--- config.mk ---
export PLATFORM = sky130hd
export DESIGN_NAME = bfx_exec_unit
export DESIGN_NICKNAME = d
export VERILOG_FILES = /design/src/hdl/bfx_pkg.sv /design/src/hdl/bfx_exec_unit.sv
export VERILOG_INCLUDE_DIRS = /design/src /design/src/hdl
export SDC_FILE = /design/constraint.sdc
export NUM_CORES = 1
export LEC_CHECK = 0
export BUFFER_PORTS_ARGS = -buffer_cell sky130_fd_sc_hd__buf_2
export CAP_MARGIN = 0
export CORE_UTILIZATION = 45
export CTS_CLUSTER_SIZE = 10
export DETAILED_ROUTE_END_ITERATION = 8
export GPL_ROUTABILITY_DRIVEN = 0
export GPL_TIMING_DRIVEN = 0
export PLACE_DENSITY = 0.66
export SLEW_MARGIN = 20
export SYNTH_ARGS = -nofsm -noshare
export SYNTH_HDL_FRONTEND = slang
export SYNTH_SLANG_ARGS = --single-unit
--- constraint.sdc ---
create_clock -name pclk -period 6.7 [get_ports pclk]
set_clock_uncertainty 0.2 [all_clocks]
set_input_delay 0 -clock pclk [delete_from_list [all_inputs] [get_ports pclk]]
set_output_delay 0 -clock pclk [all_outputs]
set_load 0.01 [all_outputs]
--- src/hdl/bfx_consts.svh ---
/*
  constants of the bit-field execute unit: apb offsets, field positions,
  codes and reset values.
  assumes: included by bare name from the package and the design module.
*/
// Operation
// (RQ1) register into bank field merges low bits only
// (RQ2) bank field into register is zero-extended
// (RQ3) bank select registers are write-only destinations
// (RQ4) carry flag is source only, add-set
// (RQ5) codes 00-17 octal select registers
// (RQ6) codes 20-27 select left bank field
// (RQ7) codes 30-37 select right bank field
// (RQ8) move copies, source stays unchanged
// (RQ9) register to register rotates right, else length
// (RQ10) program moves bank to bank as 8 bits
// (RQ11) add sums source and aux, sets carry
// (RQ12) source and aux kept unless destination
// (RQ13) and stores source and aux
// (RQ14) xor stores source xor aux
// (RQ15) indirect execute target from address plus sum
// (RQ16) indirect execute leaves program counter unchanged
// (RQ17) literal transfer stores 8 or 5 bits
// (RQ18) opcode 0-7 selects the eight operations
// (RQ19) bit 0 is most significant bit
// (RQ20) one instruction per instruction cycle
// (RQ21) unassigned codes ignore writes, read zero
`ifndef BFX_CONSTS_SVH
`define BFX_CONSTS_SVH

// ---------------------------------------------------------------
// apb register offsets (byte addresses)
// ---------------------------------------------------------------
`define BFX_OFS_INSTR    8'h00
`define BFX_OFS_STATUS   8'h04
`define BFX_OFS_TARGET   8'h08
`define BFX_OFS_SELECTS  8'h0C
`define BFX_OFS_REGBASE  8'h40
`define BFX_OFS_REGLAST  8'h7C

// ---------------------------------------------------------------
// status word layout
// ---------------------------------------------------------------
`define BFX_STAT_CARRY   16

// ---------------------------------------------------------------
// instruction fields (hardware bit numbers)
// ---------------------------------------------------------------
`define BFX_OP_HI        15
`define BFX_OP_LO        13
`define BFX_SRC_HI       12
`define BFX_SRC_LO       8
`define BFX_RL_HI        7
`define BFX_RL_LO        5
`define BFX_DST_HI       4
`define BFX_DST_LO       0

// ---------------------------------------------------------------
// source / destination register codes
// ---------------------------------------------------------------
`define BFX_CODE_AUX     5'h00
`define BFX_CODE_LSEL    5'h07
`define BFX_CODE_CARRY   5'h08
`define BFX_CODE_EXTRA   5'h09
`define BFX_CODE_RSEL    5'h0F
`define BFX_IDX_EXTRA    3'h7

// ---------------------------------------------------------------
// reset values
// ---------------------------------------------------------------
`define BFX_RST_BYTE     8'h00
`define BFX_RST_INSTR    16'h0000
`define BFX_RST_PC       13'h0000

`endif

--- src/hdl/bfx_pkg.sv ---
/*
  types of the bit-field execute unit: opcode enumeration and the
  packed state of the design module.
  assumes: bfx_consts.svh is on the include path.
*/
`include "bfx_consts.svh"

package bfx_pkg;

  // ---------------------------------------------------------------
  // operation codes, in encoding order 0..7
  // ---------------------------------------------------------------
  typedef enum logic [2:0] {
    OP_MOVE, OP_ADD, OP_AND, OP_XOR,
    OP_INDIRECT_EXECUTE, OP_NONZERO_BRANCH,
    OP_LITERAL_TRANSFER, OP_JUMP
  } bfx_op_t;

  // ---------------------------------------------------------------
  // complete state of the execute unit
  // ---------------------------------------------------------------
  typedef struct packed {
    logic [15:0]      instr;        // last instruction written
    logic             go;           // execute pending this cycle
    logic [7:0][7:0]  regs;         // 0 aux, 1-6 general, 7 extra
    logic             carry;        // carry flag
    logic [7:0]       lsel;         // left bank select
    logic [7:0]       rsel;         // right bank select
    logic [12:0]      pc;           // program counter
    logic [12:0]      target;       // last indirect execute target
    logic [7:0]       left_wdata;   // left bank write byte
    logic             left_we;      // left bank write strobe
    logic [7:0]       right_wdata;  // right bank write byte
    logic             right_we;     // right bank write strobe
    logic [31:0]      prdata;       // apb read data
    logic             pready;       // apb ready
    logic             pslverr;      // apb error
  } bfx_state_t;

endpackage : bfx_pkg

--- src/hdl/bfx_exec_unit.sv ---
/*
  execute stage of an 8-bit bit-field controller: decodes source and
  destination codes, runs move/add/and/xor/indirect execute/literal
  transfer/branch/jump, merges bank fields, rotates and keeps carry.
  assumes: apb master on pclk; bank read bytes are synchronous inputs
  that follow the select outputs combinationally.
*/
`timescale 1ns/100ps
`include "bfx_consts.svh"

module bfx_exec_unit #(
  parameter int ADDR_W = 8        // apb address width
) (
  input  wire logic              pclk,
  input  wire logic              presetn,
  input  wire logic [ADDR_W-1:0] paddr,
  input  wire logic              psel,
  input  wire logic              penable,
  input  wire logic              pwrite,
  input  wire logic [31:0]       pwdata,
  output logic      [31:0]       prdata,
  output logic                   pready,
  output logic                   pslverr,
  input  wire logic [7:0]        left_bank_rdata,
  input  wire logic [7:0]        right_bank_rdata,
  output logic      [7:0]        left_bank_select_reg,
  output logic      [7:0]        right_bank_select_reg,
  output logic      [7:0]        left_bank_wdata,
  output logic                   left_bank_we,
  output logic      [7:0]        right_bank_wdata,
  output logic                   right_bank_we
);

  // ---------------------------------------------------------------
  // state
  // ---------------------------------------------------------------
  bfx_pkg::bfx_state_t st_reg;    // registered state
  bfx_pkg::bfx_state_t st_next;   // next state

  // ---------------------------------------------------------------
  // helpers
  // ---------------------------------------------------------------
  // mask of a field length; length code 0 means 8 bits
  function automatic logic [7:0] len_mask(input logic [2:0] len);
    logic [8:0] one;
    one = 9'h001 << ((len == 3'h0) ? 4'h8 : {1'b0, len});
    return 8'(one - 9'h001);
  endfunction : len_mask

  // field whose lsb sits at position pos, bit 0 being the msb
  function automatic logic [7:0] field_get(input logic [7:0] b,
                                           input logic [2:0] pos,
                                           input logic [2:0] len);
    return (b >> (3'h7 - pos)) & len_mask(len); // RQ19 RQ2
  endfunction : field_get

  // merge the low bits of v into the field, rest untouched
  function automatic logic [7:0] field_put(input logic [7:0] b,
                                           input logic [2:0] pos,
                                           input logic [2:0] len,
                                           input logic [7:0] v);
    logic [7:0] m;
    m = 8'(len_mask(len) << (3'h7 - pos));
    return (b & ~m) | (8'(v << (3'h7 - pos)) & m); // RQ1
  endfunction : field_put

  // right rotation of a byte
  function automatic logic [7:0] rot_right(input logic [7:0] b,
                                           input logic [2:0] n);
    logic [15:0] w;
    w = {b, b} >> n;
    return w[7:0];
  endfunction : rot_right

  // register read by source code
  function automatic logic [7:0] reg_read(input logic [4:0] c,
                                          input logic [7:0][7:0] r,
                                          input logic cy);
    logic [7:0] v;
    v = 8'h00;
    if (c <= 5'h06) begin
      v = r[c[2:0]];                             // RQ5
    end else if (c == `BFX_CODE_CARRY) begin
      v = {7'h00, cy};                           // RQ4
    end else if (c == `BFX_CODE_EXTRA) begin
      v = r[`BFX_IDX_EXTRA];
    end
    // select codes and unassigned codes read zero  RQ3 RQ21
    return v;
  endfunction : reg_read

  // ---------------------------------------------------------------
  // instruction decode
  // ---------------------------------------------------------------
  bfx_pkg::bfx_op_t op;           // decoded operation
  logic [4:0]       s_code;       // source code field
  logic [2:0]       rl;           // rotate / length field
  logic [4:0]       d_code;       // destination code field
  logic [7:0]       lit8;         // 8-bit literal
  logic [7:0]       lit5;         // 5-bit literal, zero-extended

  assign op     = bfx_pkg::bfx_op_t'(st_reg.instr[`BFX_OP_HI:`BFX_OP_LO]);
  assign s_code = st_reg.instr[`BFX_SRC_HI:`BFX_SRC_LO];
  assign rl     = st_reg.instr[`BFX_RL_HI:`BFX_RL_LO];
  assign d_code = st_reg.instr[`BFX_DST_HI:`BFX_DST_LO];
  assign lit8   = st_reg.instr[7:0];
  assign lit5   = {3'h0, st_reg.instr[4:0]};

  // ---------------------------------------------------------------
  // next-state logic: apb slave and instruction execution
  // ---------------------------------------------------------------
  always_comb begin
    logic [7:0] src;              // source operand after shaping
    logic [7:0] res;              // result byte
    logic [8:0] sum;              // add with carry out
    logic [4:0] wcode;            // code being written
    logic       wr;               // a destination write happens
    logic [7:0] sbank;            // source bank byte
    logic [7:0] wbank;            // destination bank byte
    logic [5:0] ridx;             // apb register window index
    logic [7:0] xsum;             // indirect execute sum
    src   = 8'h00;
    res   = 8'h00;
    sum   = 9'h000;
    wcode = d_code;
    wr    = 1'b0;
    sbank = s_code[3] ? right_bank_rdata : left_bank_rdata;
    wbank = 8'h00;
    ridx  = 6'h00;
    xsum  = 8'h00;
    st_next          = st_reg;
    st_next.go       = 1'b0;
    st_next.left_we  = 1'b0;
    st_next.right_we = 1'b0;
    st_next.pready   = psel & ~penable;
    st_next.pslverr  = 1'b0;

    // apb setup phase: decode and register read data
    if (psel && !penable) begin
      st_next.prdata = 32'h0000_0000;
      ridx = 6'(paddr[7:2]);
      if (8'(paddr) == `BFX_OFS_INSTR) begin
        st_next.prdata = {16'h0000, st_reg.instr};
      end else if (8'(paddr) == `BFX_OFS_STATUS) begin
        st_next.prdata = {15'h0000, st_reg.carry, 3'h0, st_reg.pc};
      end else if (8'(paddr) == `BFX_OFS_TARGET) begin
        st_next.prdata = {19'h00000, st_reg.target};
      end else if (8'(paddr) == `BFX_OFS_SELECTS) begin
        st_next.prdata = {16'h0000, st_reg.rsel, st_reg.lsel};
      end else if (8'(paddr) >= `BFX_OFS_REGBASE &&
                   8'(paddr) <= `BFX_OFS_REGLAST) begin
        // register window by code, write-only selects included
        if (ridx[3:0] == 4'h7) begin
          st_next.prdata = {24'h000000, st_reg.lsel};
        end else if (ridx[3:0] == 4'hF) begin
          st_next.prdata = {24'h000000, st_reg.rsel};
        end else begin
          st_next.prdata = {24'h000000,
            reg_read({1'b0, ridx[3:0]}, st_reg.regs, st_reg.carry)};
        end
      end else begin
        st_next.pslverr = 1'b1;   // unmapped address
      end
      if (paddr[1:0] != 2'b00 || paddr > ADDR_W'(`BFX_OFS_REGLAST)) begin
        st_next.pslverr = 1'b1;
        st_next.prdata  = 32'h0000_0000; // refused reads return zero
      end
    end

    // apb access: an instruction write starts execution
    if (psel && penable && st_reg.pready && pwrite && !st_reg.pslverr &&
        8'(paddr) == `BFX_OFS_INSTR) begin
      st_next.instr = pwdata[15:0];
      st_next.go    = 1'b1;
    end

    // execute: whole instruction in one cycle  RQ20
    if (st_reg.go) begin
      st_next.pc = 13'(st_reg.pc + 13'h0001);
      unique case (op)                                 // RQ18
        bfx_pkg::OP_MOVE, bfx_pkg::OP_ADD,
        bfx_pkg::OP_AND, bfx_pkg::OP_XOR: begin
          // source shaping
          if (s_code[4]) begin
            src = field_get(sbank, s_code[2:0], rl);   // RQ2 RQ6 RQ7
          end else if (!d_code[4]) begin
            src = rot_right(reg_read(s_code, st_reg.regs,
                                     st_reg.carry), rl);  // RQ9
          end else begin
            src = reg_read(s_code, st_reg.regs, st_reg.carry);
          end
          sum = {1'b0, src} + {1'b0, st_reg.regs[0]};
          unique case (op)
            bfx_pkg::OP_MOVE: res = src;                  // RQ8
            bfx_pkg::OP_ADD:  res = sum[7:0];             // RQ11
            bfx_pkg::OP_AND:  res = src & st_reg.regs[0]; // RQ13
            default:          res = src ^ st_reg.regs[0]; // RQ14
          endcase
          wr    = 1'b1;
          wcode = d_code;
        end
        bfx_pkg::OP_LITERAL_TRANSFER: begin
          // destination sits in the source position  RQ17
          wcode = s_code;
          res   = s_code[4] ? lit5 : lit8;
          wr    = 1'b1;
        end
        bfx_pkg::OP_INDIRECT_EXECUTE: begin
          // address register low bits from literal plus source  RQ15
          if (s_code[4]) begin
            xsum = 8'(lit5 + field_get(sbank, s_code[2:0], rl));
            st_next.target = {st_reg.pc[12:5], xsum[4:0]};
          end else begin
            xsum = 8'(lit8 + reg_read(s_code, st_reg.regs, st_reg.carry));
            st_next.target = {st_reg.pc[12:8], xsum};
          end
          st_next.pc = st_reg.pc;                      // RQ16
        end
        bfx_pkg::OP_NONZERO_BRANCH: begin
          // replace low pc bits when the source is nonzero
          if (s_code[4]) begin
            if (field_get(sbank, s_code[2:0], rl) != 8'h00) begin
              st_next.pc = {st_reg.pc[12:5], lit5[4:0]};
            end
          end else if (reg_read(s_code, st_reg.regs,
                                st_reg.carry) != 8'h00) begin
            st_next.pc = {st_reg.pc[12:8], lit8};
          end
        end
        bfx_pkg::OP_JUMP: begin
          st_next.pc = st_reg.instr[12:0];
        end
      endcase

      // destination write  RQ12
      if (wr) begin
        if (wcode[4]) begin
          wbank = wcode[3] ? right_bank_rdata : left_bank_rdata;
          if (wcode[3]) begin                          // RQ7
            st_next.right_wdata = field_put(wbank, wcode[2:0], rl, res);
            st_next.right_we    = 1'b1;
          end else begin                               // RQ6
            st_next.left_wdata = field_put(wbank, wcode[2:0], rl, res);
            st_next.left_we    = 1'b1;
          end
        end else if (wcode <= 5'h06) begin             // RQ5
          st_next.regs[wcode[2:0]] = res;
        end else if (wcode == `BFX_CODE_LSEL) begin    // RQ3
          st_next.lsel = res;
        end else if (wcode == `BFX_CODE_RSEL) begin    // RQ3
          st_next.rsel = res;
        end else if (wcode == `BFX_CODE_EXTRA) begin
          st_next.regs[`BFX_IDX_EXTRA] = res;
        end
        // carry code and unassigned codes take no write  RQ4 RQ21
      end
      if (op == bfx_pkg::OP_ADD) begin
        st_next.carry = sum[8];                        // RQ11 RQ4
      end
    end
  end

  // ---------------------------------------------------------------
  // state register
  // ---------------------------------------------------------------
  always_ff @(posedge pclk or negedge presetn) begin
    if (!presetn) begin
      st_reg.instr    <= `BFX_RST_INSTR;
      st_reg.go       <= 1'b0;
      st_reg.regs     <= '0;
      st_reg.carry    <= 1'b0;
      st_reg.lsel     <= `BFX_RST_BYTE;
      st_reg.rsel     <= `BFX_RST_BYTE;
      st_reg.pc       <= `BFX_RST_PC;
      st_reg.target   <= `BFX_RST_PC;
      st_reg.left_wdata  <= `BFX_RST_BYTE;
      st_reg.left_we     <= 1'b0;
      st_reg.right_wdata <= `BFX_RST_BYTE;
      st_reg.right_we    <= 1'b0;
      st_reg.prdata   <= 32'h0000_0000;
      st_reg.pready   <= 1'b0;
      st_reg.pslverr  <= 1'b0;
    end else begin
      st_reg <= st_next;
    end
  end

  // ---------------------------------------------------------------
  // outputs straight from flip-flops
  // ---------------------------------------------------------------
  assign prdata                = st_reg.prdata;
  assign pready                = st_reg.pready;
  assign pslverr               = st_reg.pslverr;
  assign left_bank_select_reg  = st_reg.lsel;
  assign right_bank_select_reg = st_reg.rsel;
  assign left_bank_wdata       = st_reg.left_wdata;
  assign left_bank_we          = st_reg.left_we;
  assign right_bank_wdata      = st_reg.right_wdata;
  assign right_bank_we         = st_reg.right_we;

endmodule : bfx_exec_unit

Yosys cells after proc, flatten, opt, wreduce, memory -nomap -nowiden:

Cells that the tools add are included.

* register bits: 176
* bits in latches: 0
* bits in writable memories: 0
* memory bits (read-only): 0
* input port bits: 61
* output and inout port bits: 68
* memories: 0

* $add $sub $neg: 7
* multipliers: 0
* div/mod/pow operators: 0
* magnitude comparators: 10
* equality and inequality tests: 23
* shifts and indexed selects: 5
* muxes and demuxes: 68
* bitwise gates (word level): 14
* reductions and logical operators: 31

Operators with widths (number)
* $mux 8: 34
* $bwmux 64: 1
* $bmux 8 s3: 2
* $mux 13: 3
* $pmux 13 s3: 1
* $mux 17: 2
* $and 8x8->8: 4
* $mux 16: 2
* $mux 32: 1
* $mux 10: 3
* $demux 8 s3: 1
* $pmux 8 s3: 1
* $eq 5x4->1 const B: 4
* $mux 9: 2
* $eq 8x4->1 const B: 2
* $pmux 8 s2: 1
* $reduce_and 4->1: 4
* $reduce_bool 8->1: 2
* $shl 8x3->8: 2
* $shr 16x3->8: 1
* $add 13x1->13 const B: 1
* $eq 3x3->1 const B: 4
* $eq 4x4->1 const B: 3
* $lt 3x4->1 const B: 3
* other kinds (40): 74

Longest topological paths before layout:

Gate-level depths: netlist of run 1.

* depth in word-level cells: 24
* mapped depth: 23
* gate-level depth less buffers: 20

Worst setup path before layout of run 1:

Ideal clock, no wire load.

* kind: register -> register
* start: register st_reg, in the netlist lit8[6]
* end: register st_reg, in the netlist left_bank_wdata[6]
* arrival time: 4.660 ns
* setup slack: 1.704 ns
* cell stages (with the launch flop): 22
* buffers on the path: 2
* period minus slack after synthesis: 4.996 ns
* cells stage by stage: dfrtp_1 > clkbuf_1 > clkbuf_1 > nor2_1 > ha_1 > or3_1 > ha_1 > a211oi_1 > a22oi_1 > nand2_1 > inv_1 > fa_1 > nor2b_1 > o31a_1 > o21ai_0 > a21o_1 > a311oi_1 > o22ai_1 > o211ai_1 > a31oi_1 > a2111oi_2 > o21ai_0

* cells in the longest elaborated chain, start to end: 15
* elaborated cells on any way between the ends: 23
* those cells by class: add/sub: 2; shift: 4; mux: 9; bitwise: 7; reduce/logical: 1

RTL lines
* from (decl): line bfx_exec_unit.sv:37 `bfx_pkg::bfx_state_t st_reg;`
* from (signal assigned): line bfx_exec_unit.sv:284 `st_reg <= st_next;`
* $logic_not 3->1: line bfx_exec_unit.sv:46 `one = 9'h001 << ((len == 3'h0) ? 4'h8 : {1'b0, len});`
* $mux 4: line bfx_exec_unit.sv:46
* $shl 1x4->8: line bfx_exec_unit.sv:46
* $sub 8x1->8: line bfx_exec_unit.sv:47 `return 8'(one - 9'h001);`
* $and 8x8->8: line bfx_exec_unit.sv:54 `return (b >> (3'h7 - pos)) & len_mask(len);`
* $mux 8: line bfx_exec_unit.sv:184 `if (s_code[4]) begin`
* $mux 8: line bfx_exec_unit.sv:180 `unique case (op)`
* $mux 8: line bfx_exec_unit.sv:178 `if (st_reg.go) begin`
* $add 8x8->9, or another cell as far along: line bfx_exec_unit.sv:192 `sum = {1'b0, src} + {1'b0, st_reg.regs[0]};`
* $pmux 8 s3: line bfx_exec_unit.sv:193 `unique case (op)`
* $pmux 8 s2: line bfx_exec_unit.sv:180
* $mux 8: line bfx_exec_unit.sv:178
* $shl 8x3->8: line bfx_exec_unit.sv:64 `return (b & ~m) | (8'(v << (3'h7 - pos)) & m);`
* $and 8x8->8: line bfx_exec_unit.sv:64
* $or 8x8->8 (*): line bfx_exec_unit.sv:64

Mark *: on every way between the ends. The rest lies on a longest branch, timed or not. The select of a mux whose other input is x is not followed.
A chain may end at the register's enable or synchronous reset.

Final worst setup path of run 1:

* start: register st_reg, in the netlist s_code[0]
* end: register st_reg[132] in the netlist's numbering

* cells in the longest elaborated chain, start to end: 18
* elaborated cells on any way between the ends: 36
* those cells by class: add/sub: 2; order compare: 4; eq/ne: 2; shift: 2; mux: 21; bitwise: 3; reduce/logical: 2

RTL lines
* $eq 5x4->1 (no source line)
* $mux 8: line bfx_exec_unit.sv:85 `` end else if (c == `BFX_CODE_EXTRA) begin ``
* $mux 8: line bfx_exec_unit.sv:83 `` end else if (c == `BFX_CODE_CARRY) begin ``
* $mux 8
* $mux 8: line bfx_exec_unit.sv:186 `end else if (!d_code[4]) begin`
* $mux 8: line bfx_exec_unit.sv:184
* $mux 8: line bfx_exec_unit.sv:180
* $mux 8: line bfx_exec_unit.sv:178
* (+2 left out)
* $mux 8: line bfx_exec_unit.sv:184
* $mux 8: line bfx_exec_unit.sv:180
* $mux 8: line bfx_exec_unit.sv:178
* $add 8x8->9, or another cell as far along: line bfx_exec_unit.sv:192
* $pmux 8 s3: line bfx_exec_unit.sv:193
* $pmux 8 s2: line bfx_exec_unit.sv:180
* $mux 8: line bfx_exec_unit.sv:178
* $bwmux 64: line bfx_exec_unit.sv:247 `st_next.regs[wcode[2:0]] = res;`

Several ways; a longest one is shown, not always the timed one. The select of a mux whose other input is x is not followed.

==> reports/summary.md, run 1 <==
The average routed wire per standard cell was 22.9 µm; the total clock buffers created by CTS was 17. The first-pass iteration count of the detailed router came out at 6. Counting along the longest clock path gives a buffer depth of 2. The worst hold path belongs to the class primary input to flip-flop. Once detail routing completed, the nets flagged for antenna violations numbered 0. In the global route stage, overall resource usage came out at 32.8%.

For this run, design rule violations remaining after detail routing come to 0. Relative to the synthesized area, the layout overhead comes to 17.2%. Measured along the x axis, the die boundary spans 164 µm. The die height is 164 µm. The number of synthesized flops with an enable pin came out at 0.

For the final routed database, the setup TNS stands at 0 ns. Of all nets on the critical path, the largest fanout is 10. Data on the critical path arrives at its endpoint at 6.77 ns. Power spread over the standard cell area amounts to 162 nW/µm². The logic depth of the worst register-to-register path is 19.

The total of endpoints with negative setup slack in the final report was 0. Library cell with the largest summed area after synthesis: sky130_fd_sc_hd__dfrtp_1. The CTS clock-pin slew for the worst setup and hold paths came out at 0.07 ns. The tools report the final count of hold timing violations as 0. The area of all placed cells without fillers is 13800 µm², and the total setup buffers inserted after CTS is 0. The worst hold path passes through 5 cells. Counting I/O delays and the setup requirement, the final critical path takes 6.63 ns. The standard-cell row count was 58; the share of cells above drive strength 1 was 19.5%. The library cells used most frequently in the layout, excluding fill and tap cells, are sky130_fd_sc_hd__nand2_1 (216), sky130_fd_sc_hd__dfrtp_1 (161), sky130_fd_sc_hd__o21ai_0 (153), sky130_fd_sc_hd__buf_2 (103), sky130_fd_sc_hd__nor2_1 (85). The tool flagged a number of max-cap violations equal to 0. The core region is 25400 µm².

The post-synthesis instance area came out at 11800 µm². TritonCTS built the clock tree. For the overall die area, the log shows 26800 µm². For the part of the Yosys area used for sequential elements, the log shows 34.3%.

The final layout contains routed wiring with a total length of 43300 µm. In this run the clock root is driven by a sky130_fd_sc_hd__clkbuf_16. The worst slew slack as a fraction of its limit was 17.8%; the ratio of routed vias to standard cells was 6.29. The smallest setup slack after layout is 0.0705 ns, and the synthesized area per cell is 8.49 µm². The tools report the H-tree depth as 4. The logs give 0 for the total global routing overflow and 99 for the pin count of the biggest net entering global routing.

STA classifies the critical path endpoint as a flip-flop. The first global-routing pass estimated 65500 µm of wire. At the later pin of the worst-skew pair, clock insertion delay measures 0.45 ns.

In the synthesized netlist the async set-or-reset flop fraction comes to 100%. In this run the static leakage power is 5.98 nW. STA classifies the critical path startpoint as a flip-flop. The logs give 0 for the max-slew violation total from the final report and 1385 for the post-synthesis instance total. The final layout contains 1641 nets.

The predominant post-synthesis flop cell is sky130_fd_sc_hd__dfrtp_1. For the effective utilization at floorplan, the log shows 46.3%. The detailed router finished its first iteration with 1576 violations. The worst setup slack before clock tree synthesis was -0.219 ns; the number of library cell types mapped by synthesis was 72.

Setup repair after global routing left no endpoint under its margin. IR analysis of the VDD net gives a maximum drop of 149 µV. The number of flip-flops under the largest register name is 92. The run gives 161 as the sink count of the clock tree.

For the pin with the worst max-slew slack, the measured transition is 1.23 ns. Via count of the first global-routing pass: 11157. The worst setup path is of the flip-flop to flip-flop kind. Data on the critical path is required at its endpoint by 6.84 ns.

The synthesized design contains 161 register bits. The initial antenna violation count was 1. The boundary pin count was 129; the highest clock frequency the design can meet was 0.151 GHz.

The number of input and output port buffers inserted was 95. After synthesis, the cell types taking the most area are sky130_fd_sc_hd__dfrtp_1 (34%), sky130_fd_sc_hd__nand2_1 (6.9%), sky130_fd_sc_hd__o21ai_0 (6.5%). After legalization and detailed placement, the total HPWL measured 32100 µm. The library cell used most frequently in the layout, excluding fill and tap cells, is sky130_fd_sc_hd__nand2_1.

The flow ran to the end, and the final reports show no timing, DRC or antenna violations. After detailed placement, the total cell area comes to 12700 µm². The yosys synthesis warning count is 0, and the number of diodes is 0. After layout, the worst path uses 98.9% of the clock period.

The tools report the number of vias after detailed routing as 11914. The top cell type by area accounts for 34.3% of the synthesized area.
-- what timing repair did --
| action | 4_1_cts | 5_1_grt |
|---|---|---|
| endpoints found under the hold margin | 195 | 0 |
| gates resized for setup | 1 | 6 |
| hold buffers | 37 | 0 |
| cloned | 0 | 0 |
| pin swaps | 0 | 0 |
| endpoints found under the setup margin | 46 | 53 |
-- metal layers --
layer  track usage [%]  vias to the layer above  part of all wire [%]  routed length, µm
li1                  -                     5302                     -                  -
met1              41.7                     5635                    39              16700
met2              49.9                      767                    44              18900
met3              9.27                      210                    12               4990
met4              18.4                        0                   6.3               2730
met5                 0                        -                     0                  0
-- per-stage QoR --
stage,util [%],hold slack (ns),instances,power (mW)
global route,54.2,0.0415,1893,2.30
finish,54.2,0.0264,1893,2.24
CTS,54.1,0.0173,1893,2.23
floorplan,-,-0.496,1399,1.09
global placement,50.0,-0.00487,1824,1.16
detailed placement,50.2,-0.234,1825,1.17
-- layout make-up --
| type | count | area, µm² |
|---|---|---|
| Fill cell | 2362 | 11600 |
| Buffer | 161 | 873 |
| Timing Repair Buffer | 133 | 901 |
| Sequential cell | 161 | 4030 |
| Clock inverter | 14 | 191 |
| Inverter | 40 | 150 |
| Tap cell | 330 | 413 |
| Multi-Input combinational cell | 1037 | 6790 |
| Clock buffer | 17 | 425 |
-- path summary, 6_finish.rpt --
path | to | slack, ns | startpoint
hold / removal | right_bank_wdata[0] | 0.03 | right_bank_rdata[0]
hold reg to reg | prdata[6] | 0.27 | prdata[6]
max in group asynchronous | st_reg[69] | 5.36 | presetn
setup / recovery | st_reg[132] | 0.07 | s_code[0]
min in group asynchronous | left_bank_wdata[5] | 0.44 | presetn
setup reg to reg | st_reg[132] | 0.07 | s_code[0]
-- worst max-delay path, stage by stage, from the launching register on --
cell and delay, ns:
sky130_fd_sc_hd__dfrtp_1 0.40, sky130_fd_sc_hd__buf_4 0.23, sky130_fd_sc_hd__buf_2 0.34, sky130_fd_sc_hd__buf_4 0.32
sky130_fd_sc_hd__mux2i_1 0.27, sky130_fd_sc_hd__o22ai_1 0.13, sky130_fd_sc_hd__o221ai_1 0.65, sky130_fd_sc_hd__o32ai_1 0.21
sky130_fd_sc_hd__or2_2 0.35, sky130_fd_sc_hd__a21oi_1 0.15, sky130_fd_sc_hd__o221ai_1 0.23, sky130_fd_sc_hd__ha_1 0.41
sky130_fd_sc_hd__a21boi_0 0.14, sky130_fd_sc_hd__o21ai_0 0.42, sky130_fd_sc_hd__a211oi_1 0.15, sky130_fd_sc_hd__nor4b_1 0.67
sky130_fd_sc_hd__nand4_1 0.28, sky130_fd_sc_hd__and2_1 0.22, sky130_fd_sc_hd__clkbuf_1 0.32, sky130_fd_sc_hd__mux2_2 0.39
-- Yosys cell counts, types with 29 or more instances --
cell,n
sky130_fd_sc_hd__nand2_1,216
sky130_fd_sc_hd__dfrtp_1,161
sky130_fd_sc_hd__o21ai_0,153
sky130_fd_sc_hd__nor2_1,85
sky130_fd_sc_hd__a21oi_1,83
sky130_fd_sc_hd__clkbuf_1,75
sky130_fd_sc_hd__buf_4,66
sky130_fd_sc_hd__mux2_2,58
sky130_fd_sc_hd__mux2i_1,51
sky130_fd_sc_hd__inv_1,40
sky130_fd_sc_hd__o22ai_1,29
-- power breakdown --
group          total (mW)  internal, mW  switching, mW
clock                1.07         0.598          0.467
sequential          0.977         0.974        0.00253
combinational       0.196        0.0734          0.123
total                2.24          1.65          0.592
-- kinds of logic (layout without fill, tap and decap cells) --
group                    count (synthesis)  after routing  share of synthesized area [%]
AND/OR/NAND/NOR                        424            424                           16.0
adder cells (fa/ha/maj)                 29             29                           3.28
buffers and inverters                  201            365                           8.68
multiplexers                           128            128                           13.5
flip-flops                             161            161                           34.3
XOR/XNOR                                15             15                           1.12
other                                    1             15                         0.0319
AO/OA/AOI/OAI                          426            426                           23.1
Power figures use the tool's default switching activity.
==> run 2, diff against run 1 <==
Settings changed: CORE_ASPECT_RATIO set to 0.7.
==> reports/summary.md, run 2 (same netlist as run 1, synthesis figures left out) <==
The tools report the total internal power as 1.64 mW. The number of antenna diodes in the final layout is 0. The period utilization is 100%, and the total placed instance area is 12700 µm². Setup repair after global routing left no endpoint under its margin.

Logic gate share of total power: 8.9%. The required time of the critical path came out at 6.79 ns. In this run the worst path has a maximum fanout of 10. The final count of hold timing violations is 0. The starting DRC count in detailed routing is 1737, and the H-tree depth is 4. The max-slew violation total from the final report is 0. Counting tap cells, the placed design contains a total of 1826 instances. The number of vias after detailed routing was 11866. Leaving out fill and tap cells, the most frequent cell in the layout is sky130_fd_sc_hd__nand2_1.

The CTS clock-pin slew for the worst setup and hold paths was 0.07 ns. Setup violations remaining at the end of the flow were counted as 9. The core region area is 25700 µm². The count of filler cells inserted in the layout is 2412. The logic depth of the worst path, buffers included was 20; the number of flip-flops under the largest register name was 92. In the layout the commonest cells are sky130_fd_sc_hd__nand2_1 (216), sky130_fd_sc_hd__dfrtp_1 (161), sky130_fd_sc_hd__o21ai_0 (153), sky130_fd_sc_hd__buf_2 (103), sky130_fd_sc_hd__nor2_1 (85).

Among cell families on the critical path, the largest total delay comes from compound AO/OA/AOI/OAI gates. The floorplan step defined a die boundary enclosing 26800 µm². The clock latency on the worst-skew pair is 0.45 ns. Measured on the finished design, the core utilization comes to 53.7%. Across every metal layer, demand over resource in global routing totals 32.5%.

The final reports fail on negative setup slack. The pin count of the biggest net entering global routing came out at 93. Clock root buffer: sky130_fd_sc_hd__clkbuf_16.

The smallest setup slack after layout came out at -0.0277 ns. Once layout is complete, the cells apart from fillers number 1899. Once layout is done, the placed cells without fillers occupy 13800 µm². Total power per unit cell area: 160 nW/µm². In the final routed layout, each cell accounts on average for 22.6 µm. The critical path goes through buf_4, buf_2, mux2_2, o221a_2, a21boi_1, o22ai_1, a22oi_1, a21o_1, nand2_1, ha_1, nand3_1, a21boi_0, o21ai_0, a211oi_1, nor4b_1, nand4_1, nand3_1, nand4_1, o311ai_0, o21ai_0. The number of input and output port buffers inserted works out to 95.

At the worst endpoint, the arrival time is 6.82 ns. The multi-input combinational cells in the finished layout cover a total of 6780 µm². The final layout contains 1646 nets. TritonCTS built the clock tree. In this design, the stage delay of the slowest critical-path cell is 0.61 ns. After legalization and detailed placement, the total HPWL measured 32200 µm.

For the pin with the worst max-slew slack, the measured transition is 1.12 ns. The peak ir drop on the vdd network was 147 µV. Kind of path behind the tightest hold check: primary input to flip-flop.

The clock tree buffer depth was 2; the number of cells traversed by the worst hold path was 6. Summed over all layers, the routed wires come to 43000 µm. In this run, the clock network consumes 46.8% of the power. The largest individual stage delay along the critical path comes from the cell sky130_fd_sc_hd__a21boi_1. The logs give 17 for the total clock buffers created by CTS and 0 for the post-route DRC violation count. The endpoint kind of the worst setup timing path was a flip-flop. Measured along the y axis, the die boundary spans 137 µm. The sequential cell area came out at 4030 µm².

The worst setup path is launched from a flip-flop. The boundary pin count was 129; the part of the power in registers was 44.3%. For this run the aggregate overflow at the end of global routing stands at 0. The design draws 2.21 mW. The tools report the initial antenna violation count as 0. Post-CTS timing repair inserted 0 buffers for setup. Hold timing on the final database bottoms out at a slack of 0.0335 ns. Measured in cells, the most critical reg-to-reg path has a length of 20. The first-pass iteration count of the detailed router is 8, and the time the final worst path needs with I/O delays and setup is 6.73 ns. The via count of the first global-routing pass came out at 11029. The ratio of routed vias to standard cells came out at 6.25. The first global-routing pass estimated 64800 µm of wire. The flow ran to the end, but the final reports show violations. The net switching power of the design was 565 µW. Net switching is 25.6% of the power. Cells with a size suffix above 1 make up 19.4% of the layout. The worst setup path is of the flip-flop to flip-flop kind. The initial utilization of the core area, before any placement, comes to 45.8%. The leakage power is 6.00 nW, and the number of max-cap violations is 0. The number of buffers and inverters on the critical path works out to 2.

Once detail routing completed, the nets flagged for antenna violations numbered 0. The initialized floorplan defines 49 standard-cell rows. The worst slew slack as a fraction of its limit was 25.4%; the post-synthesis to final-layout area growth was 17.4%.

Width of the die: 195 µm. The logs give 161 for the sink count of the clock tree and 0.149 GHz for the highest clock frequency the design can meet.
-- run 2: final cells by class --
type | count | share of cell area [%]
multi-input combinational | 1037 | 49.1
clock buffer | 21 | 3.48
inverter | 40 | 1.09
timing repair buffer | 138 | 6.89
buffer | 161 | 6.33
sequential | 161 | 29.2
clock inverter | 10 | 0.924
tap | 331 | 3.00
-- run 2: power groups by stage --
stage,sequential [mW],combinational [mW],clock [mW]
after floorplan,0.995,0.0917,0
after global placement,0.995,0.166,0
after detailed placement,0.995,0.170,0
after CTS,0.977,0.191,1.03
after global routing,0.977,0.211,1.07
final,0.977,0.197,1.03
-- run 2: worst paths after layout --
path,to,slack [ns],from
min in group asynchronous,d_code[2],0.48,presetn
max reg2reg,right_bank_wdata[5],-0.03,s_code[0]
max in group asynchronous,st_reg[107],5.36,presetn
min reg2reg,prdata[3],0.28,prdata[3]
min,lit8[6],0.03,pwrite
max,right_bank_wdata[5],-0.03,s_code[0]
-- run 2: what timing repair did --
action,CTS,global route
endpoints found under the setup margin,13,22
resized for setup,1,6
hold endpoints to repair,201,0
hold buffers,42,0
pin swaps,0,0
-- run 2: worst register-to-register path: stages (launching register included) --
cell	delay [ns]
sky130_fd_sc_hd__dfrtp_1	0.47
sky130_fd_sc_hd__buf_4	0.27
sky130_fd_sc_hd__buf_2	0.35
sky130_fd_sc_hd__mux2_2	0.42
sky130_fd_sc_hd__o221a_2	0.31
sky130_fd_sc_hd__a21boi_1	0.61
sky130_fd_sc_hd__o22ai_1	0.35
sky130_fd_sc_hd__a22oi_1	0.50
sky130_fd_sc_hd__a21o_1	0.18
sky130_fd_sc_hd__nand2_1	0.14
sky130_fd_sc_hd__ha_1	0.34
sky130_fd_sc_hd__nand3_1	0.11
sky130_fd_sc_hd__a21boi_0	0.08
sky130_fd_sc_hd__o21ai_0	0.46
sky130_fd_sc_hd__a211oi_1	0.15
sky130_fd_sc_hd__nor4b_1	0.59
sky130_fd_sc_hd__nand4_1	0.27
sky130_fd_sc_hd__nand3_1	0.17
sky130_fd_sc_hd__nand4_1	0.10
sky130_fd_sc_hd__o311ai_0	0.32
sky130_fd_sc_hd__o21ai_0	0.21
-- run 2: layer usage --
metal  global-route usage (%)  up-vias  share of wire [%]
met5                        0        -                  0
met4                     11.3        0                3.3
met3                     11.3      125                 14
met2                     45.1      779                 40
met1                     46.4     5664                 43
li1                         -     5298                  -
-- run 2: metrics by stage --
| stage | setup slack, ns | TNS, ns |
|---|---|---|
| finish | -0.0277 | -0.115 |
| global route | 0.0264 | 0 |
| CTS | 0.278 | 0 |
| detailed placement | 0.00147 | 0 |
| global placement | 0.0383 | 0 |
| floorplan | 1.70 | 0 |
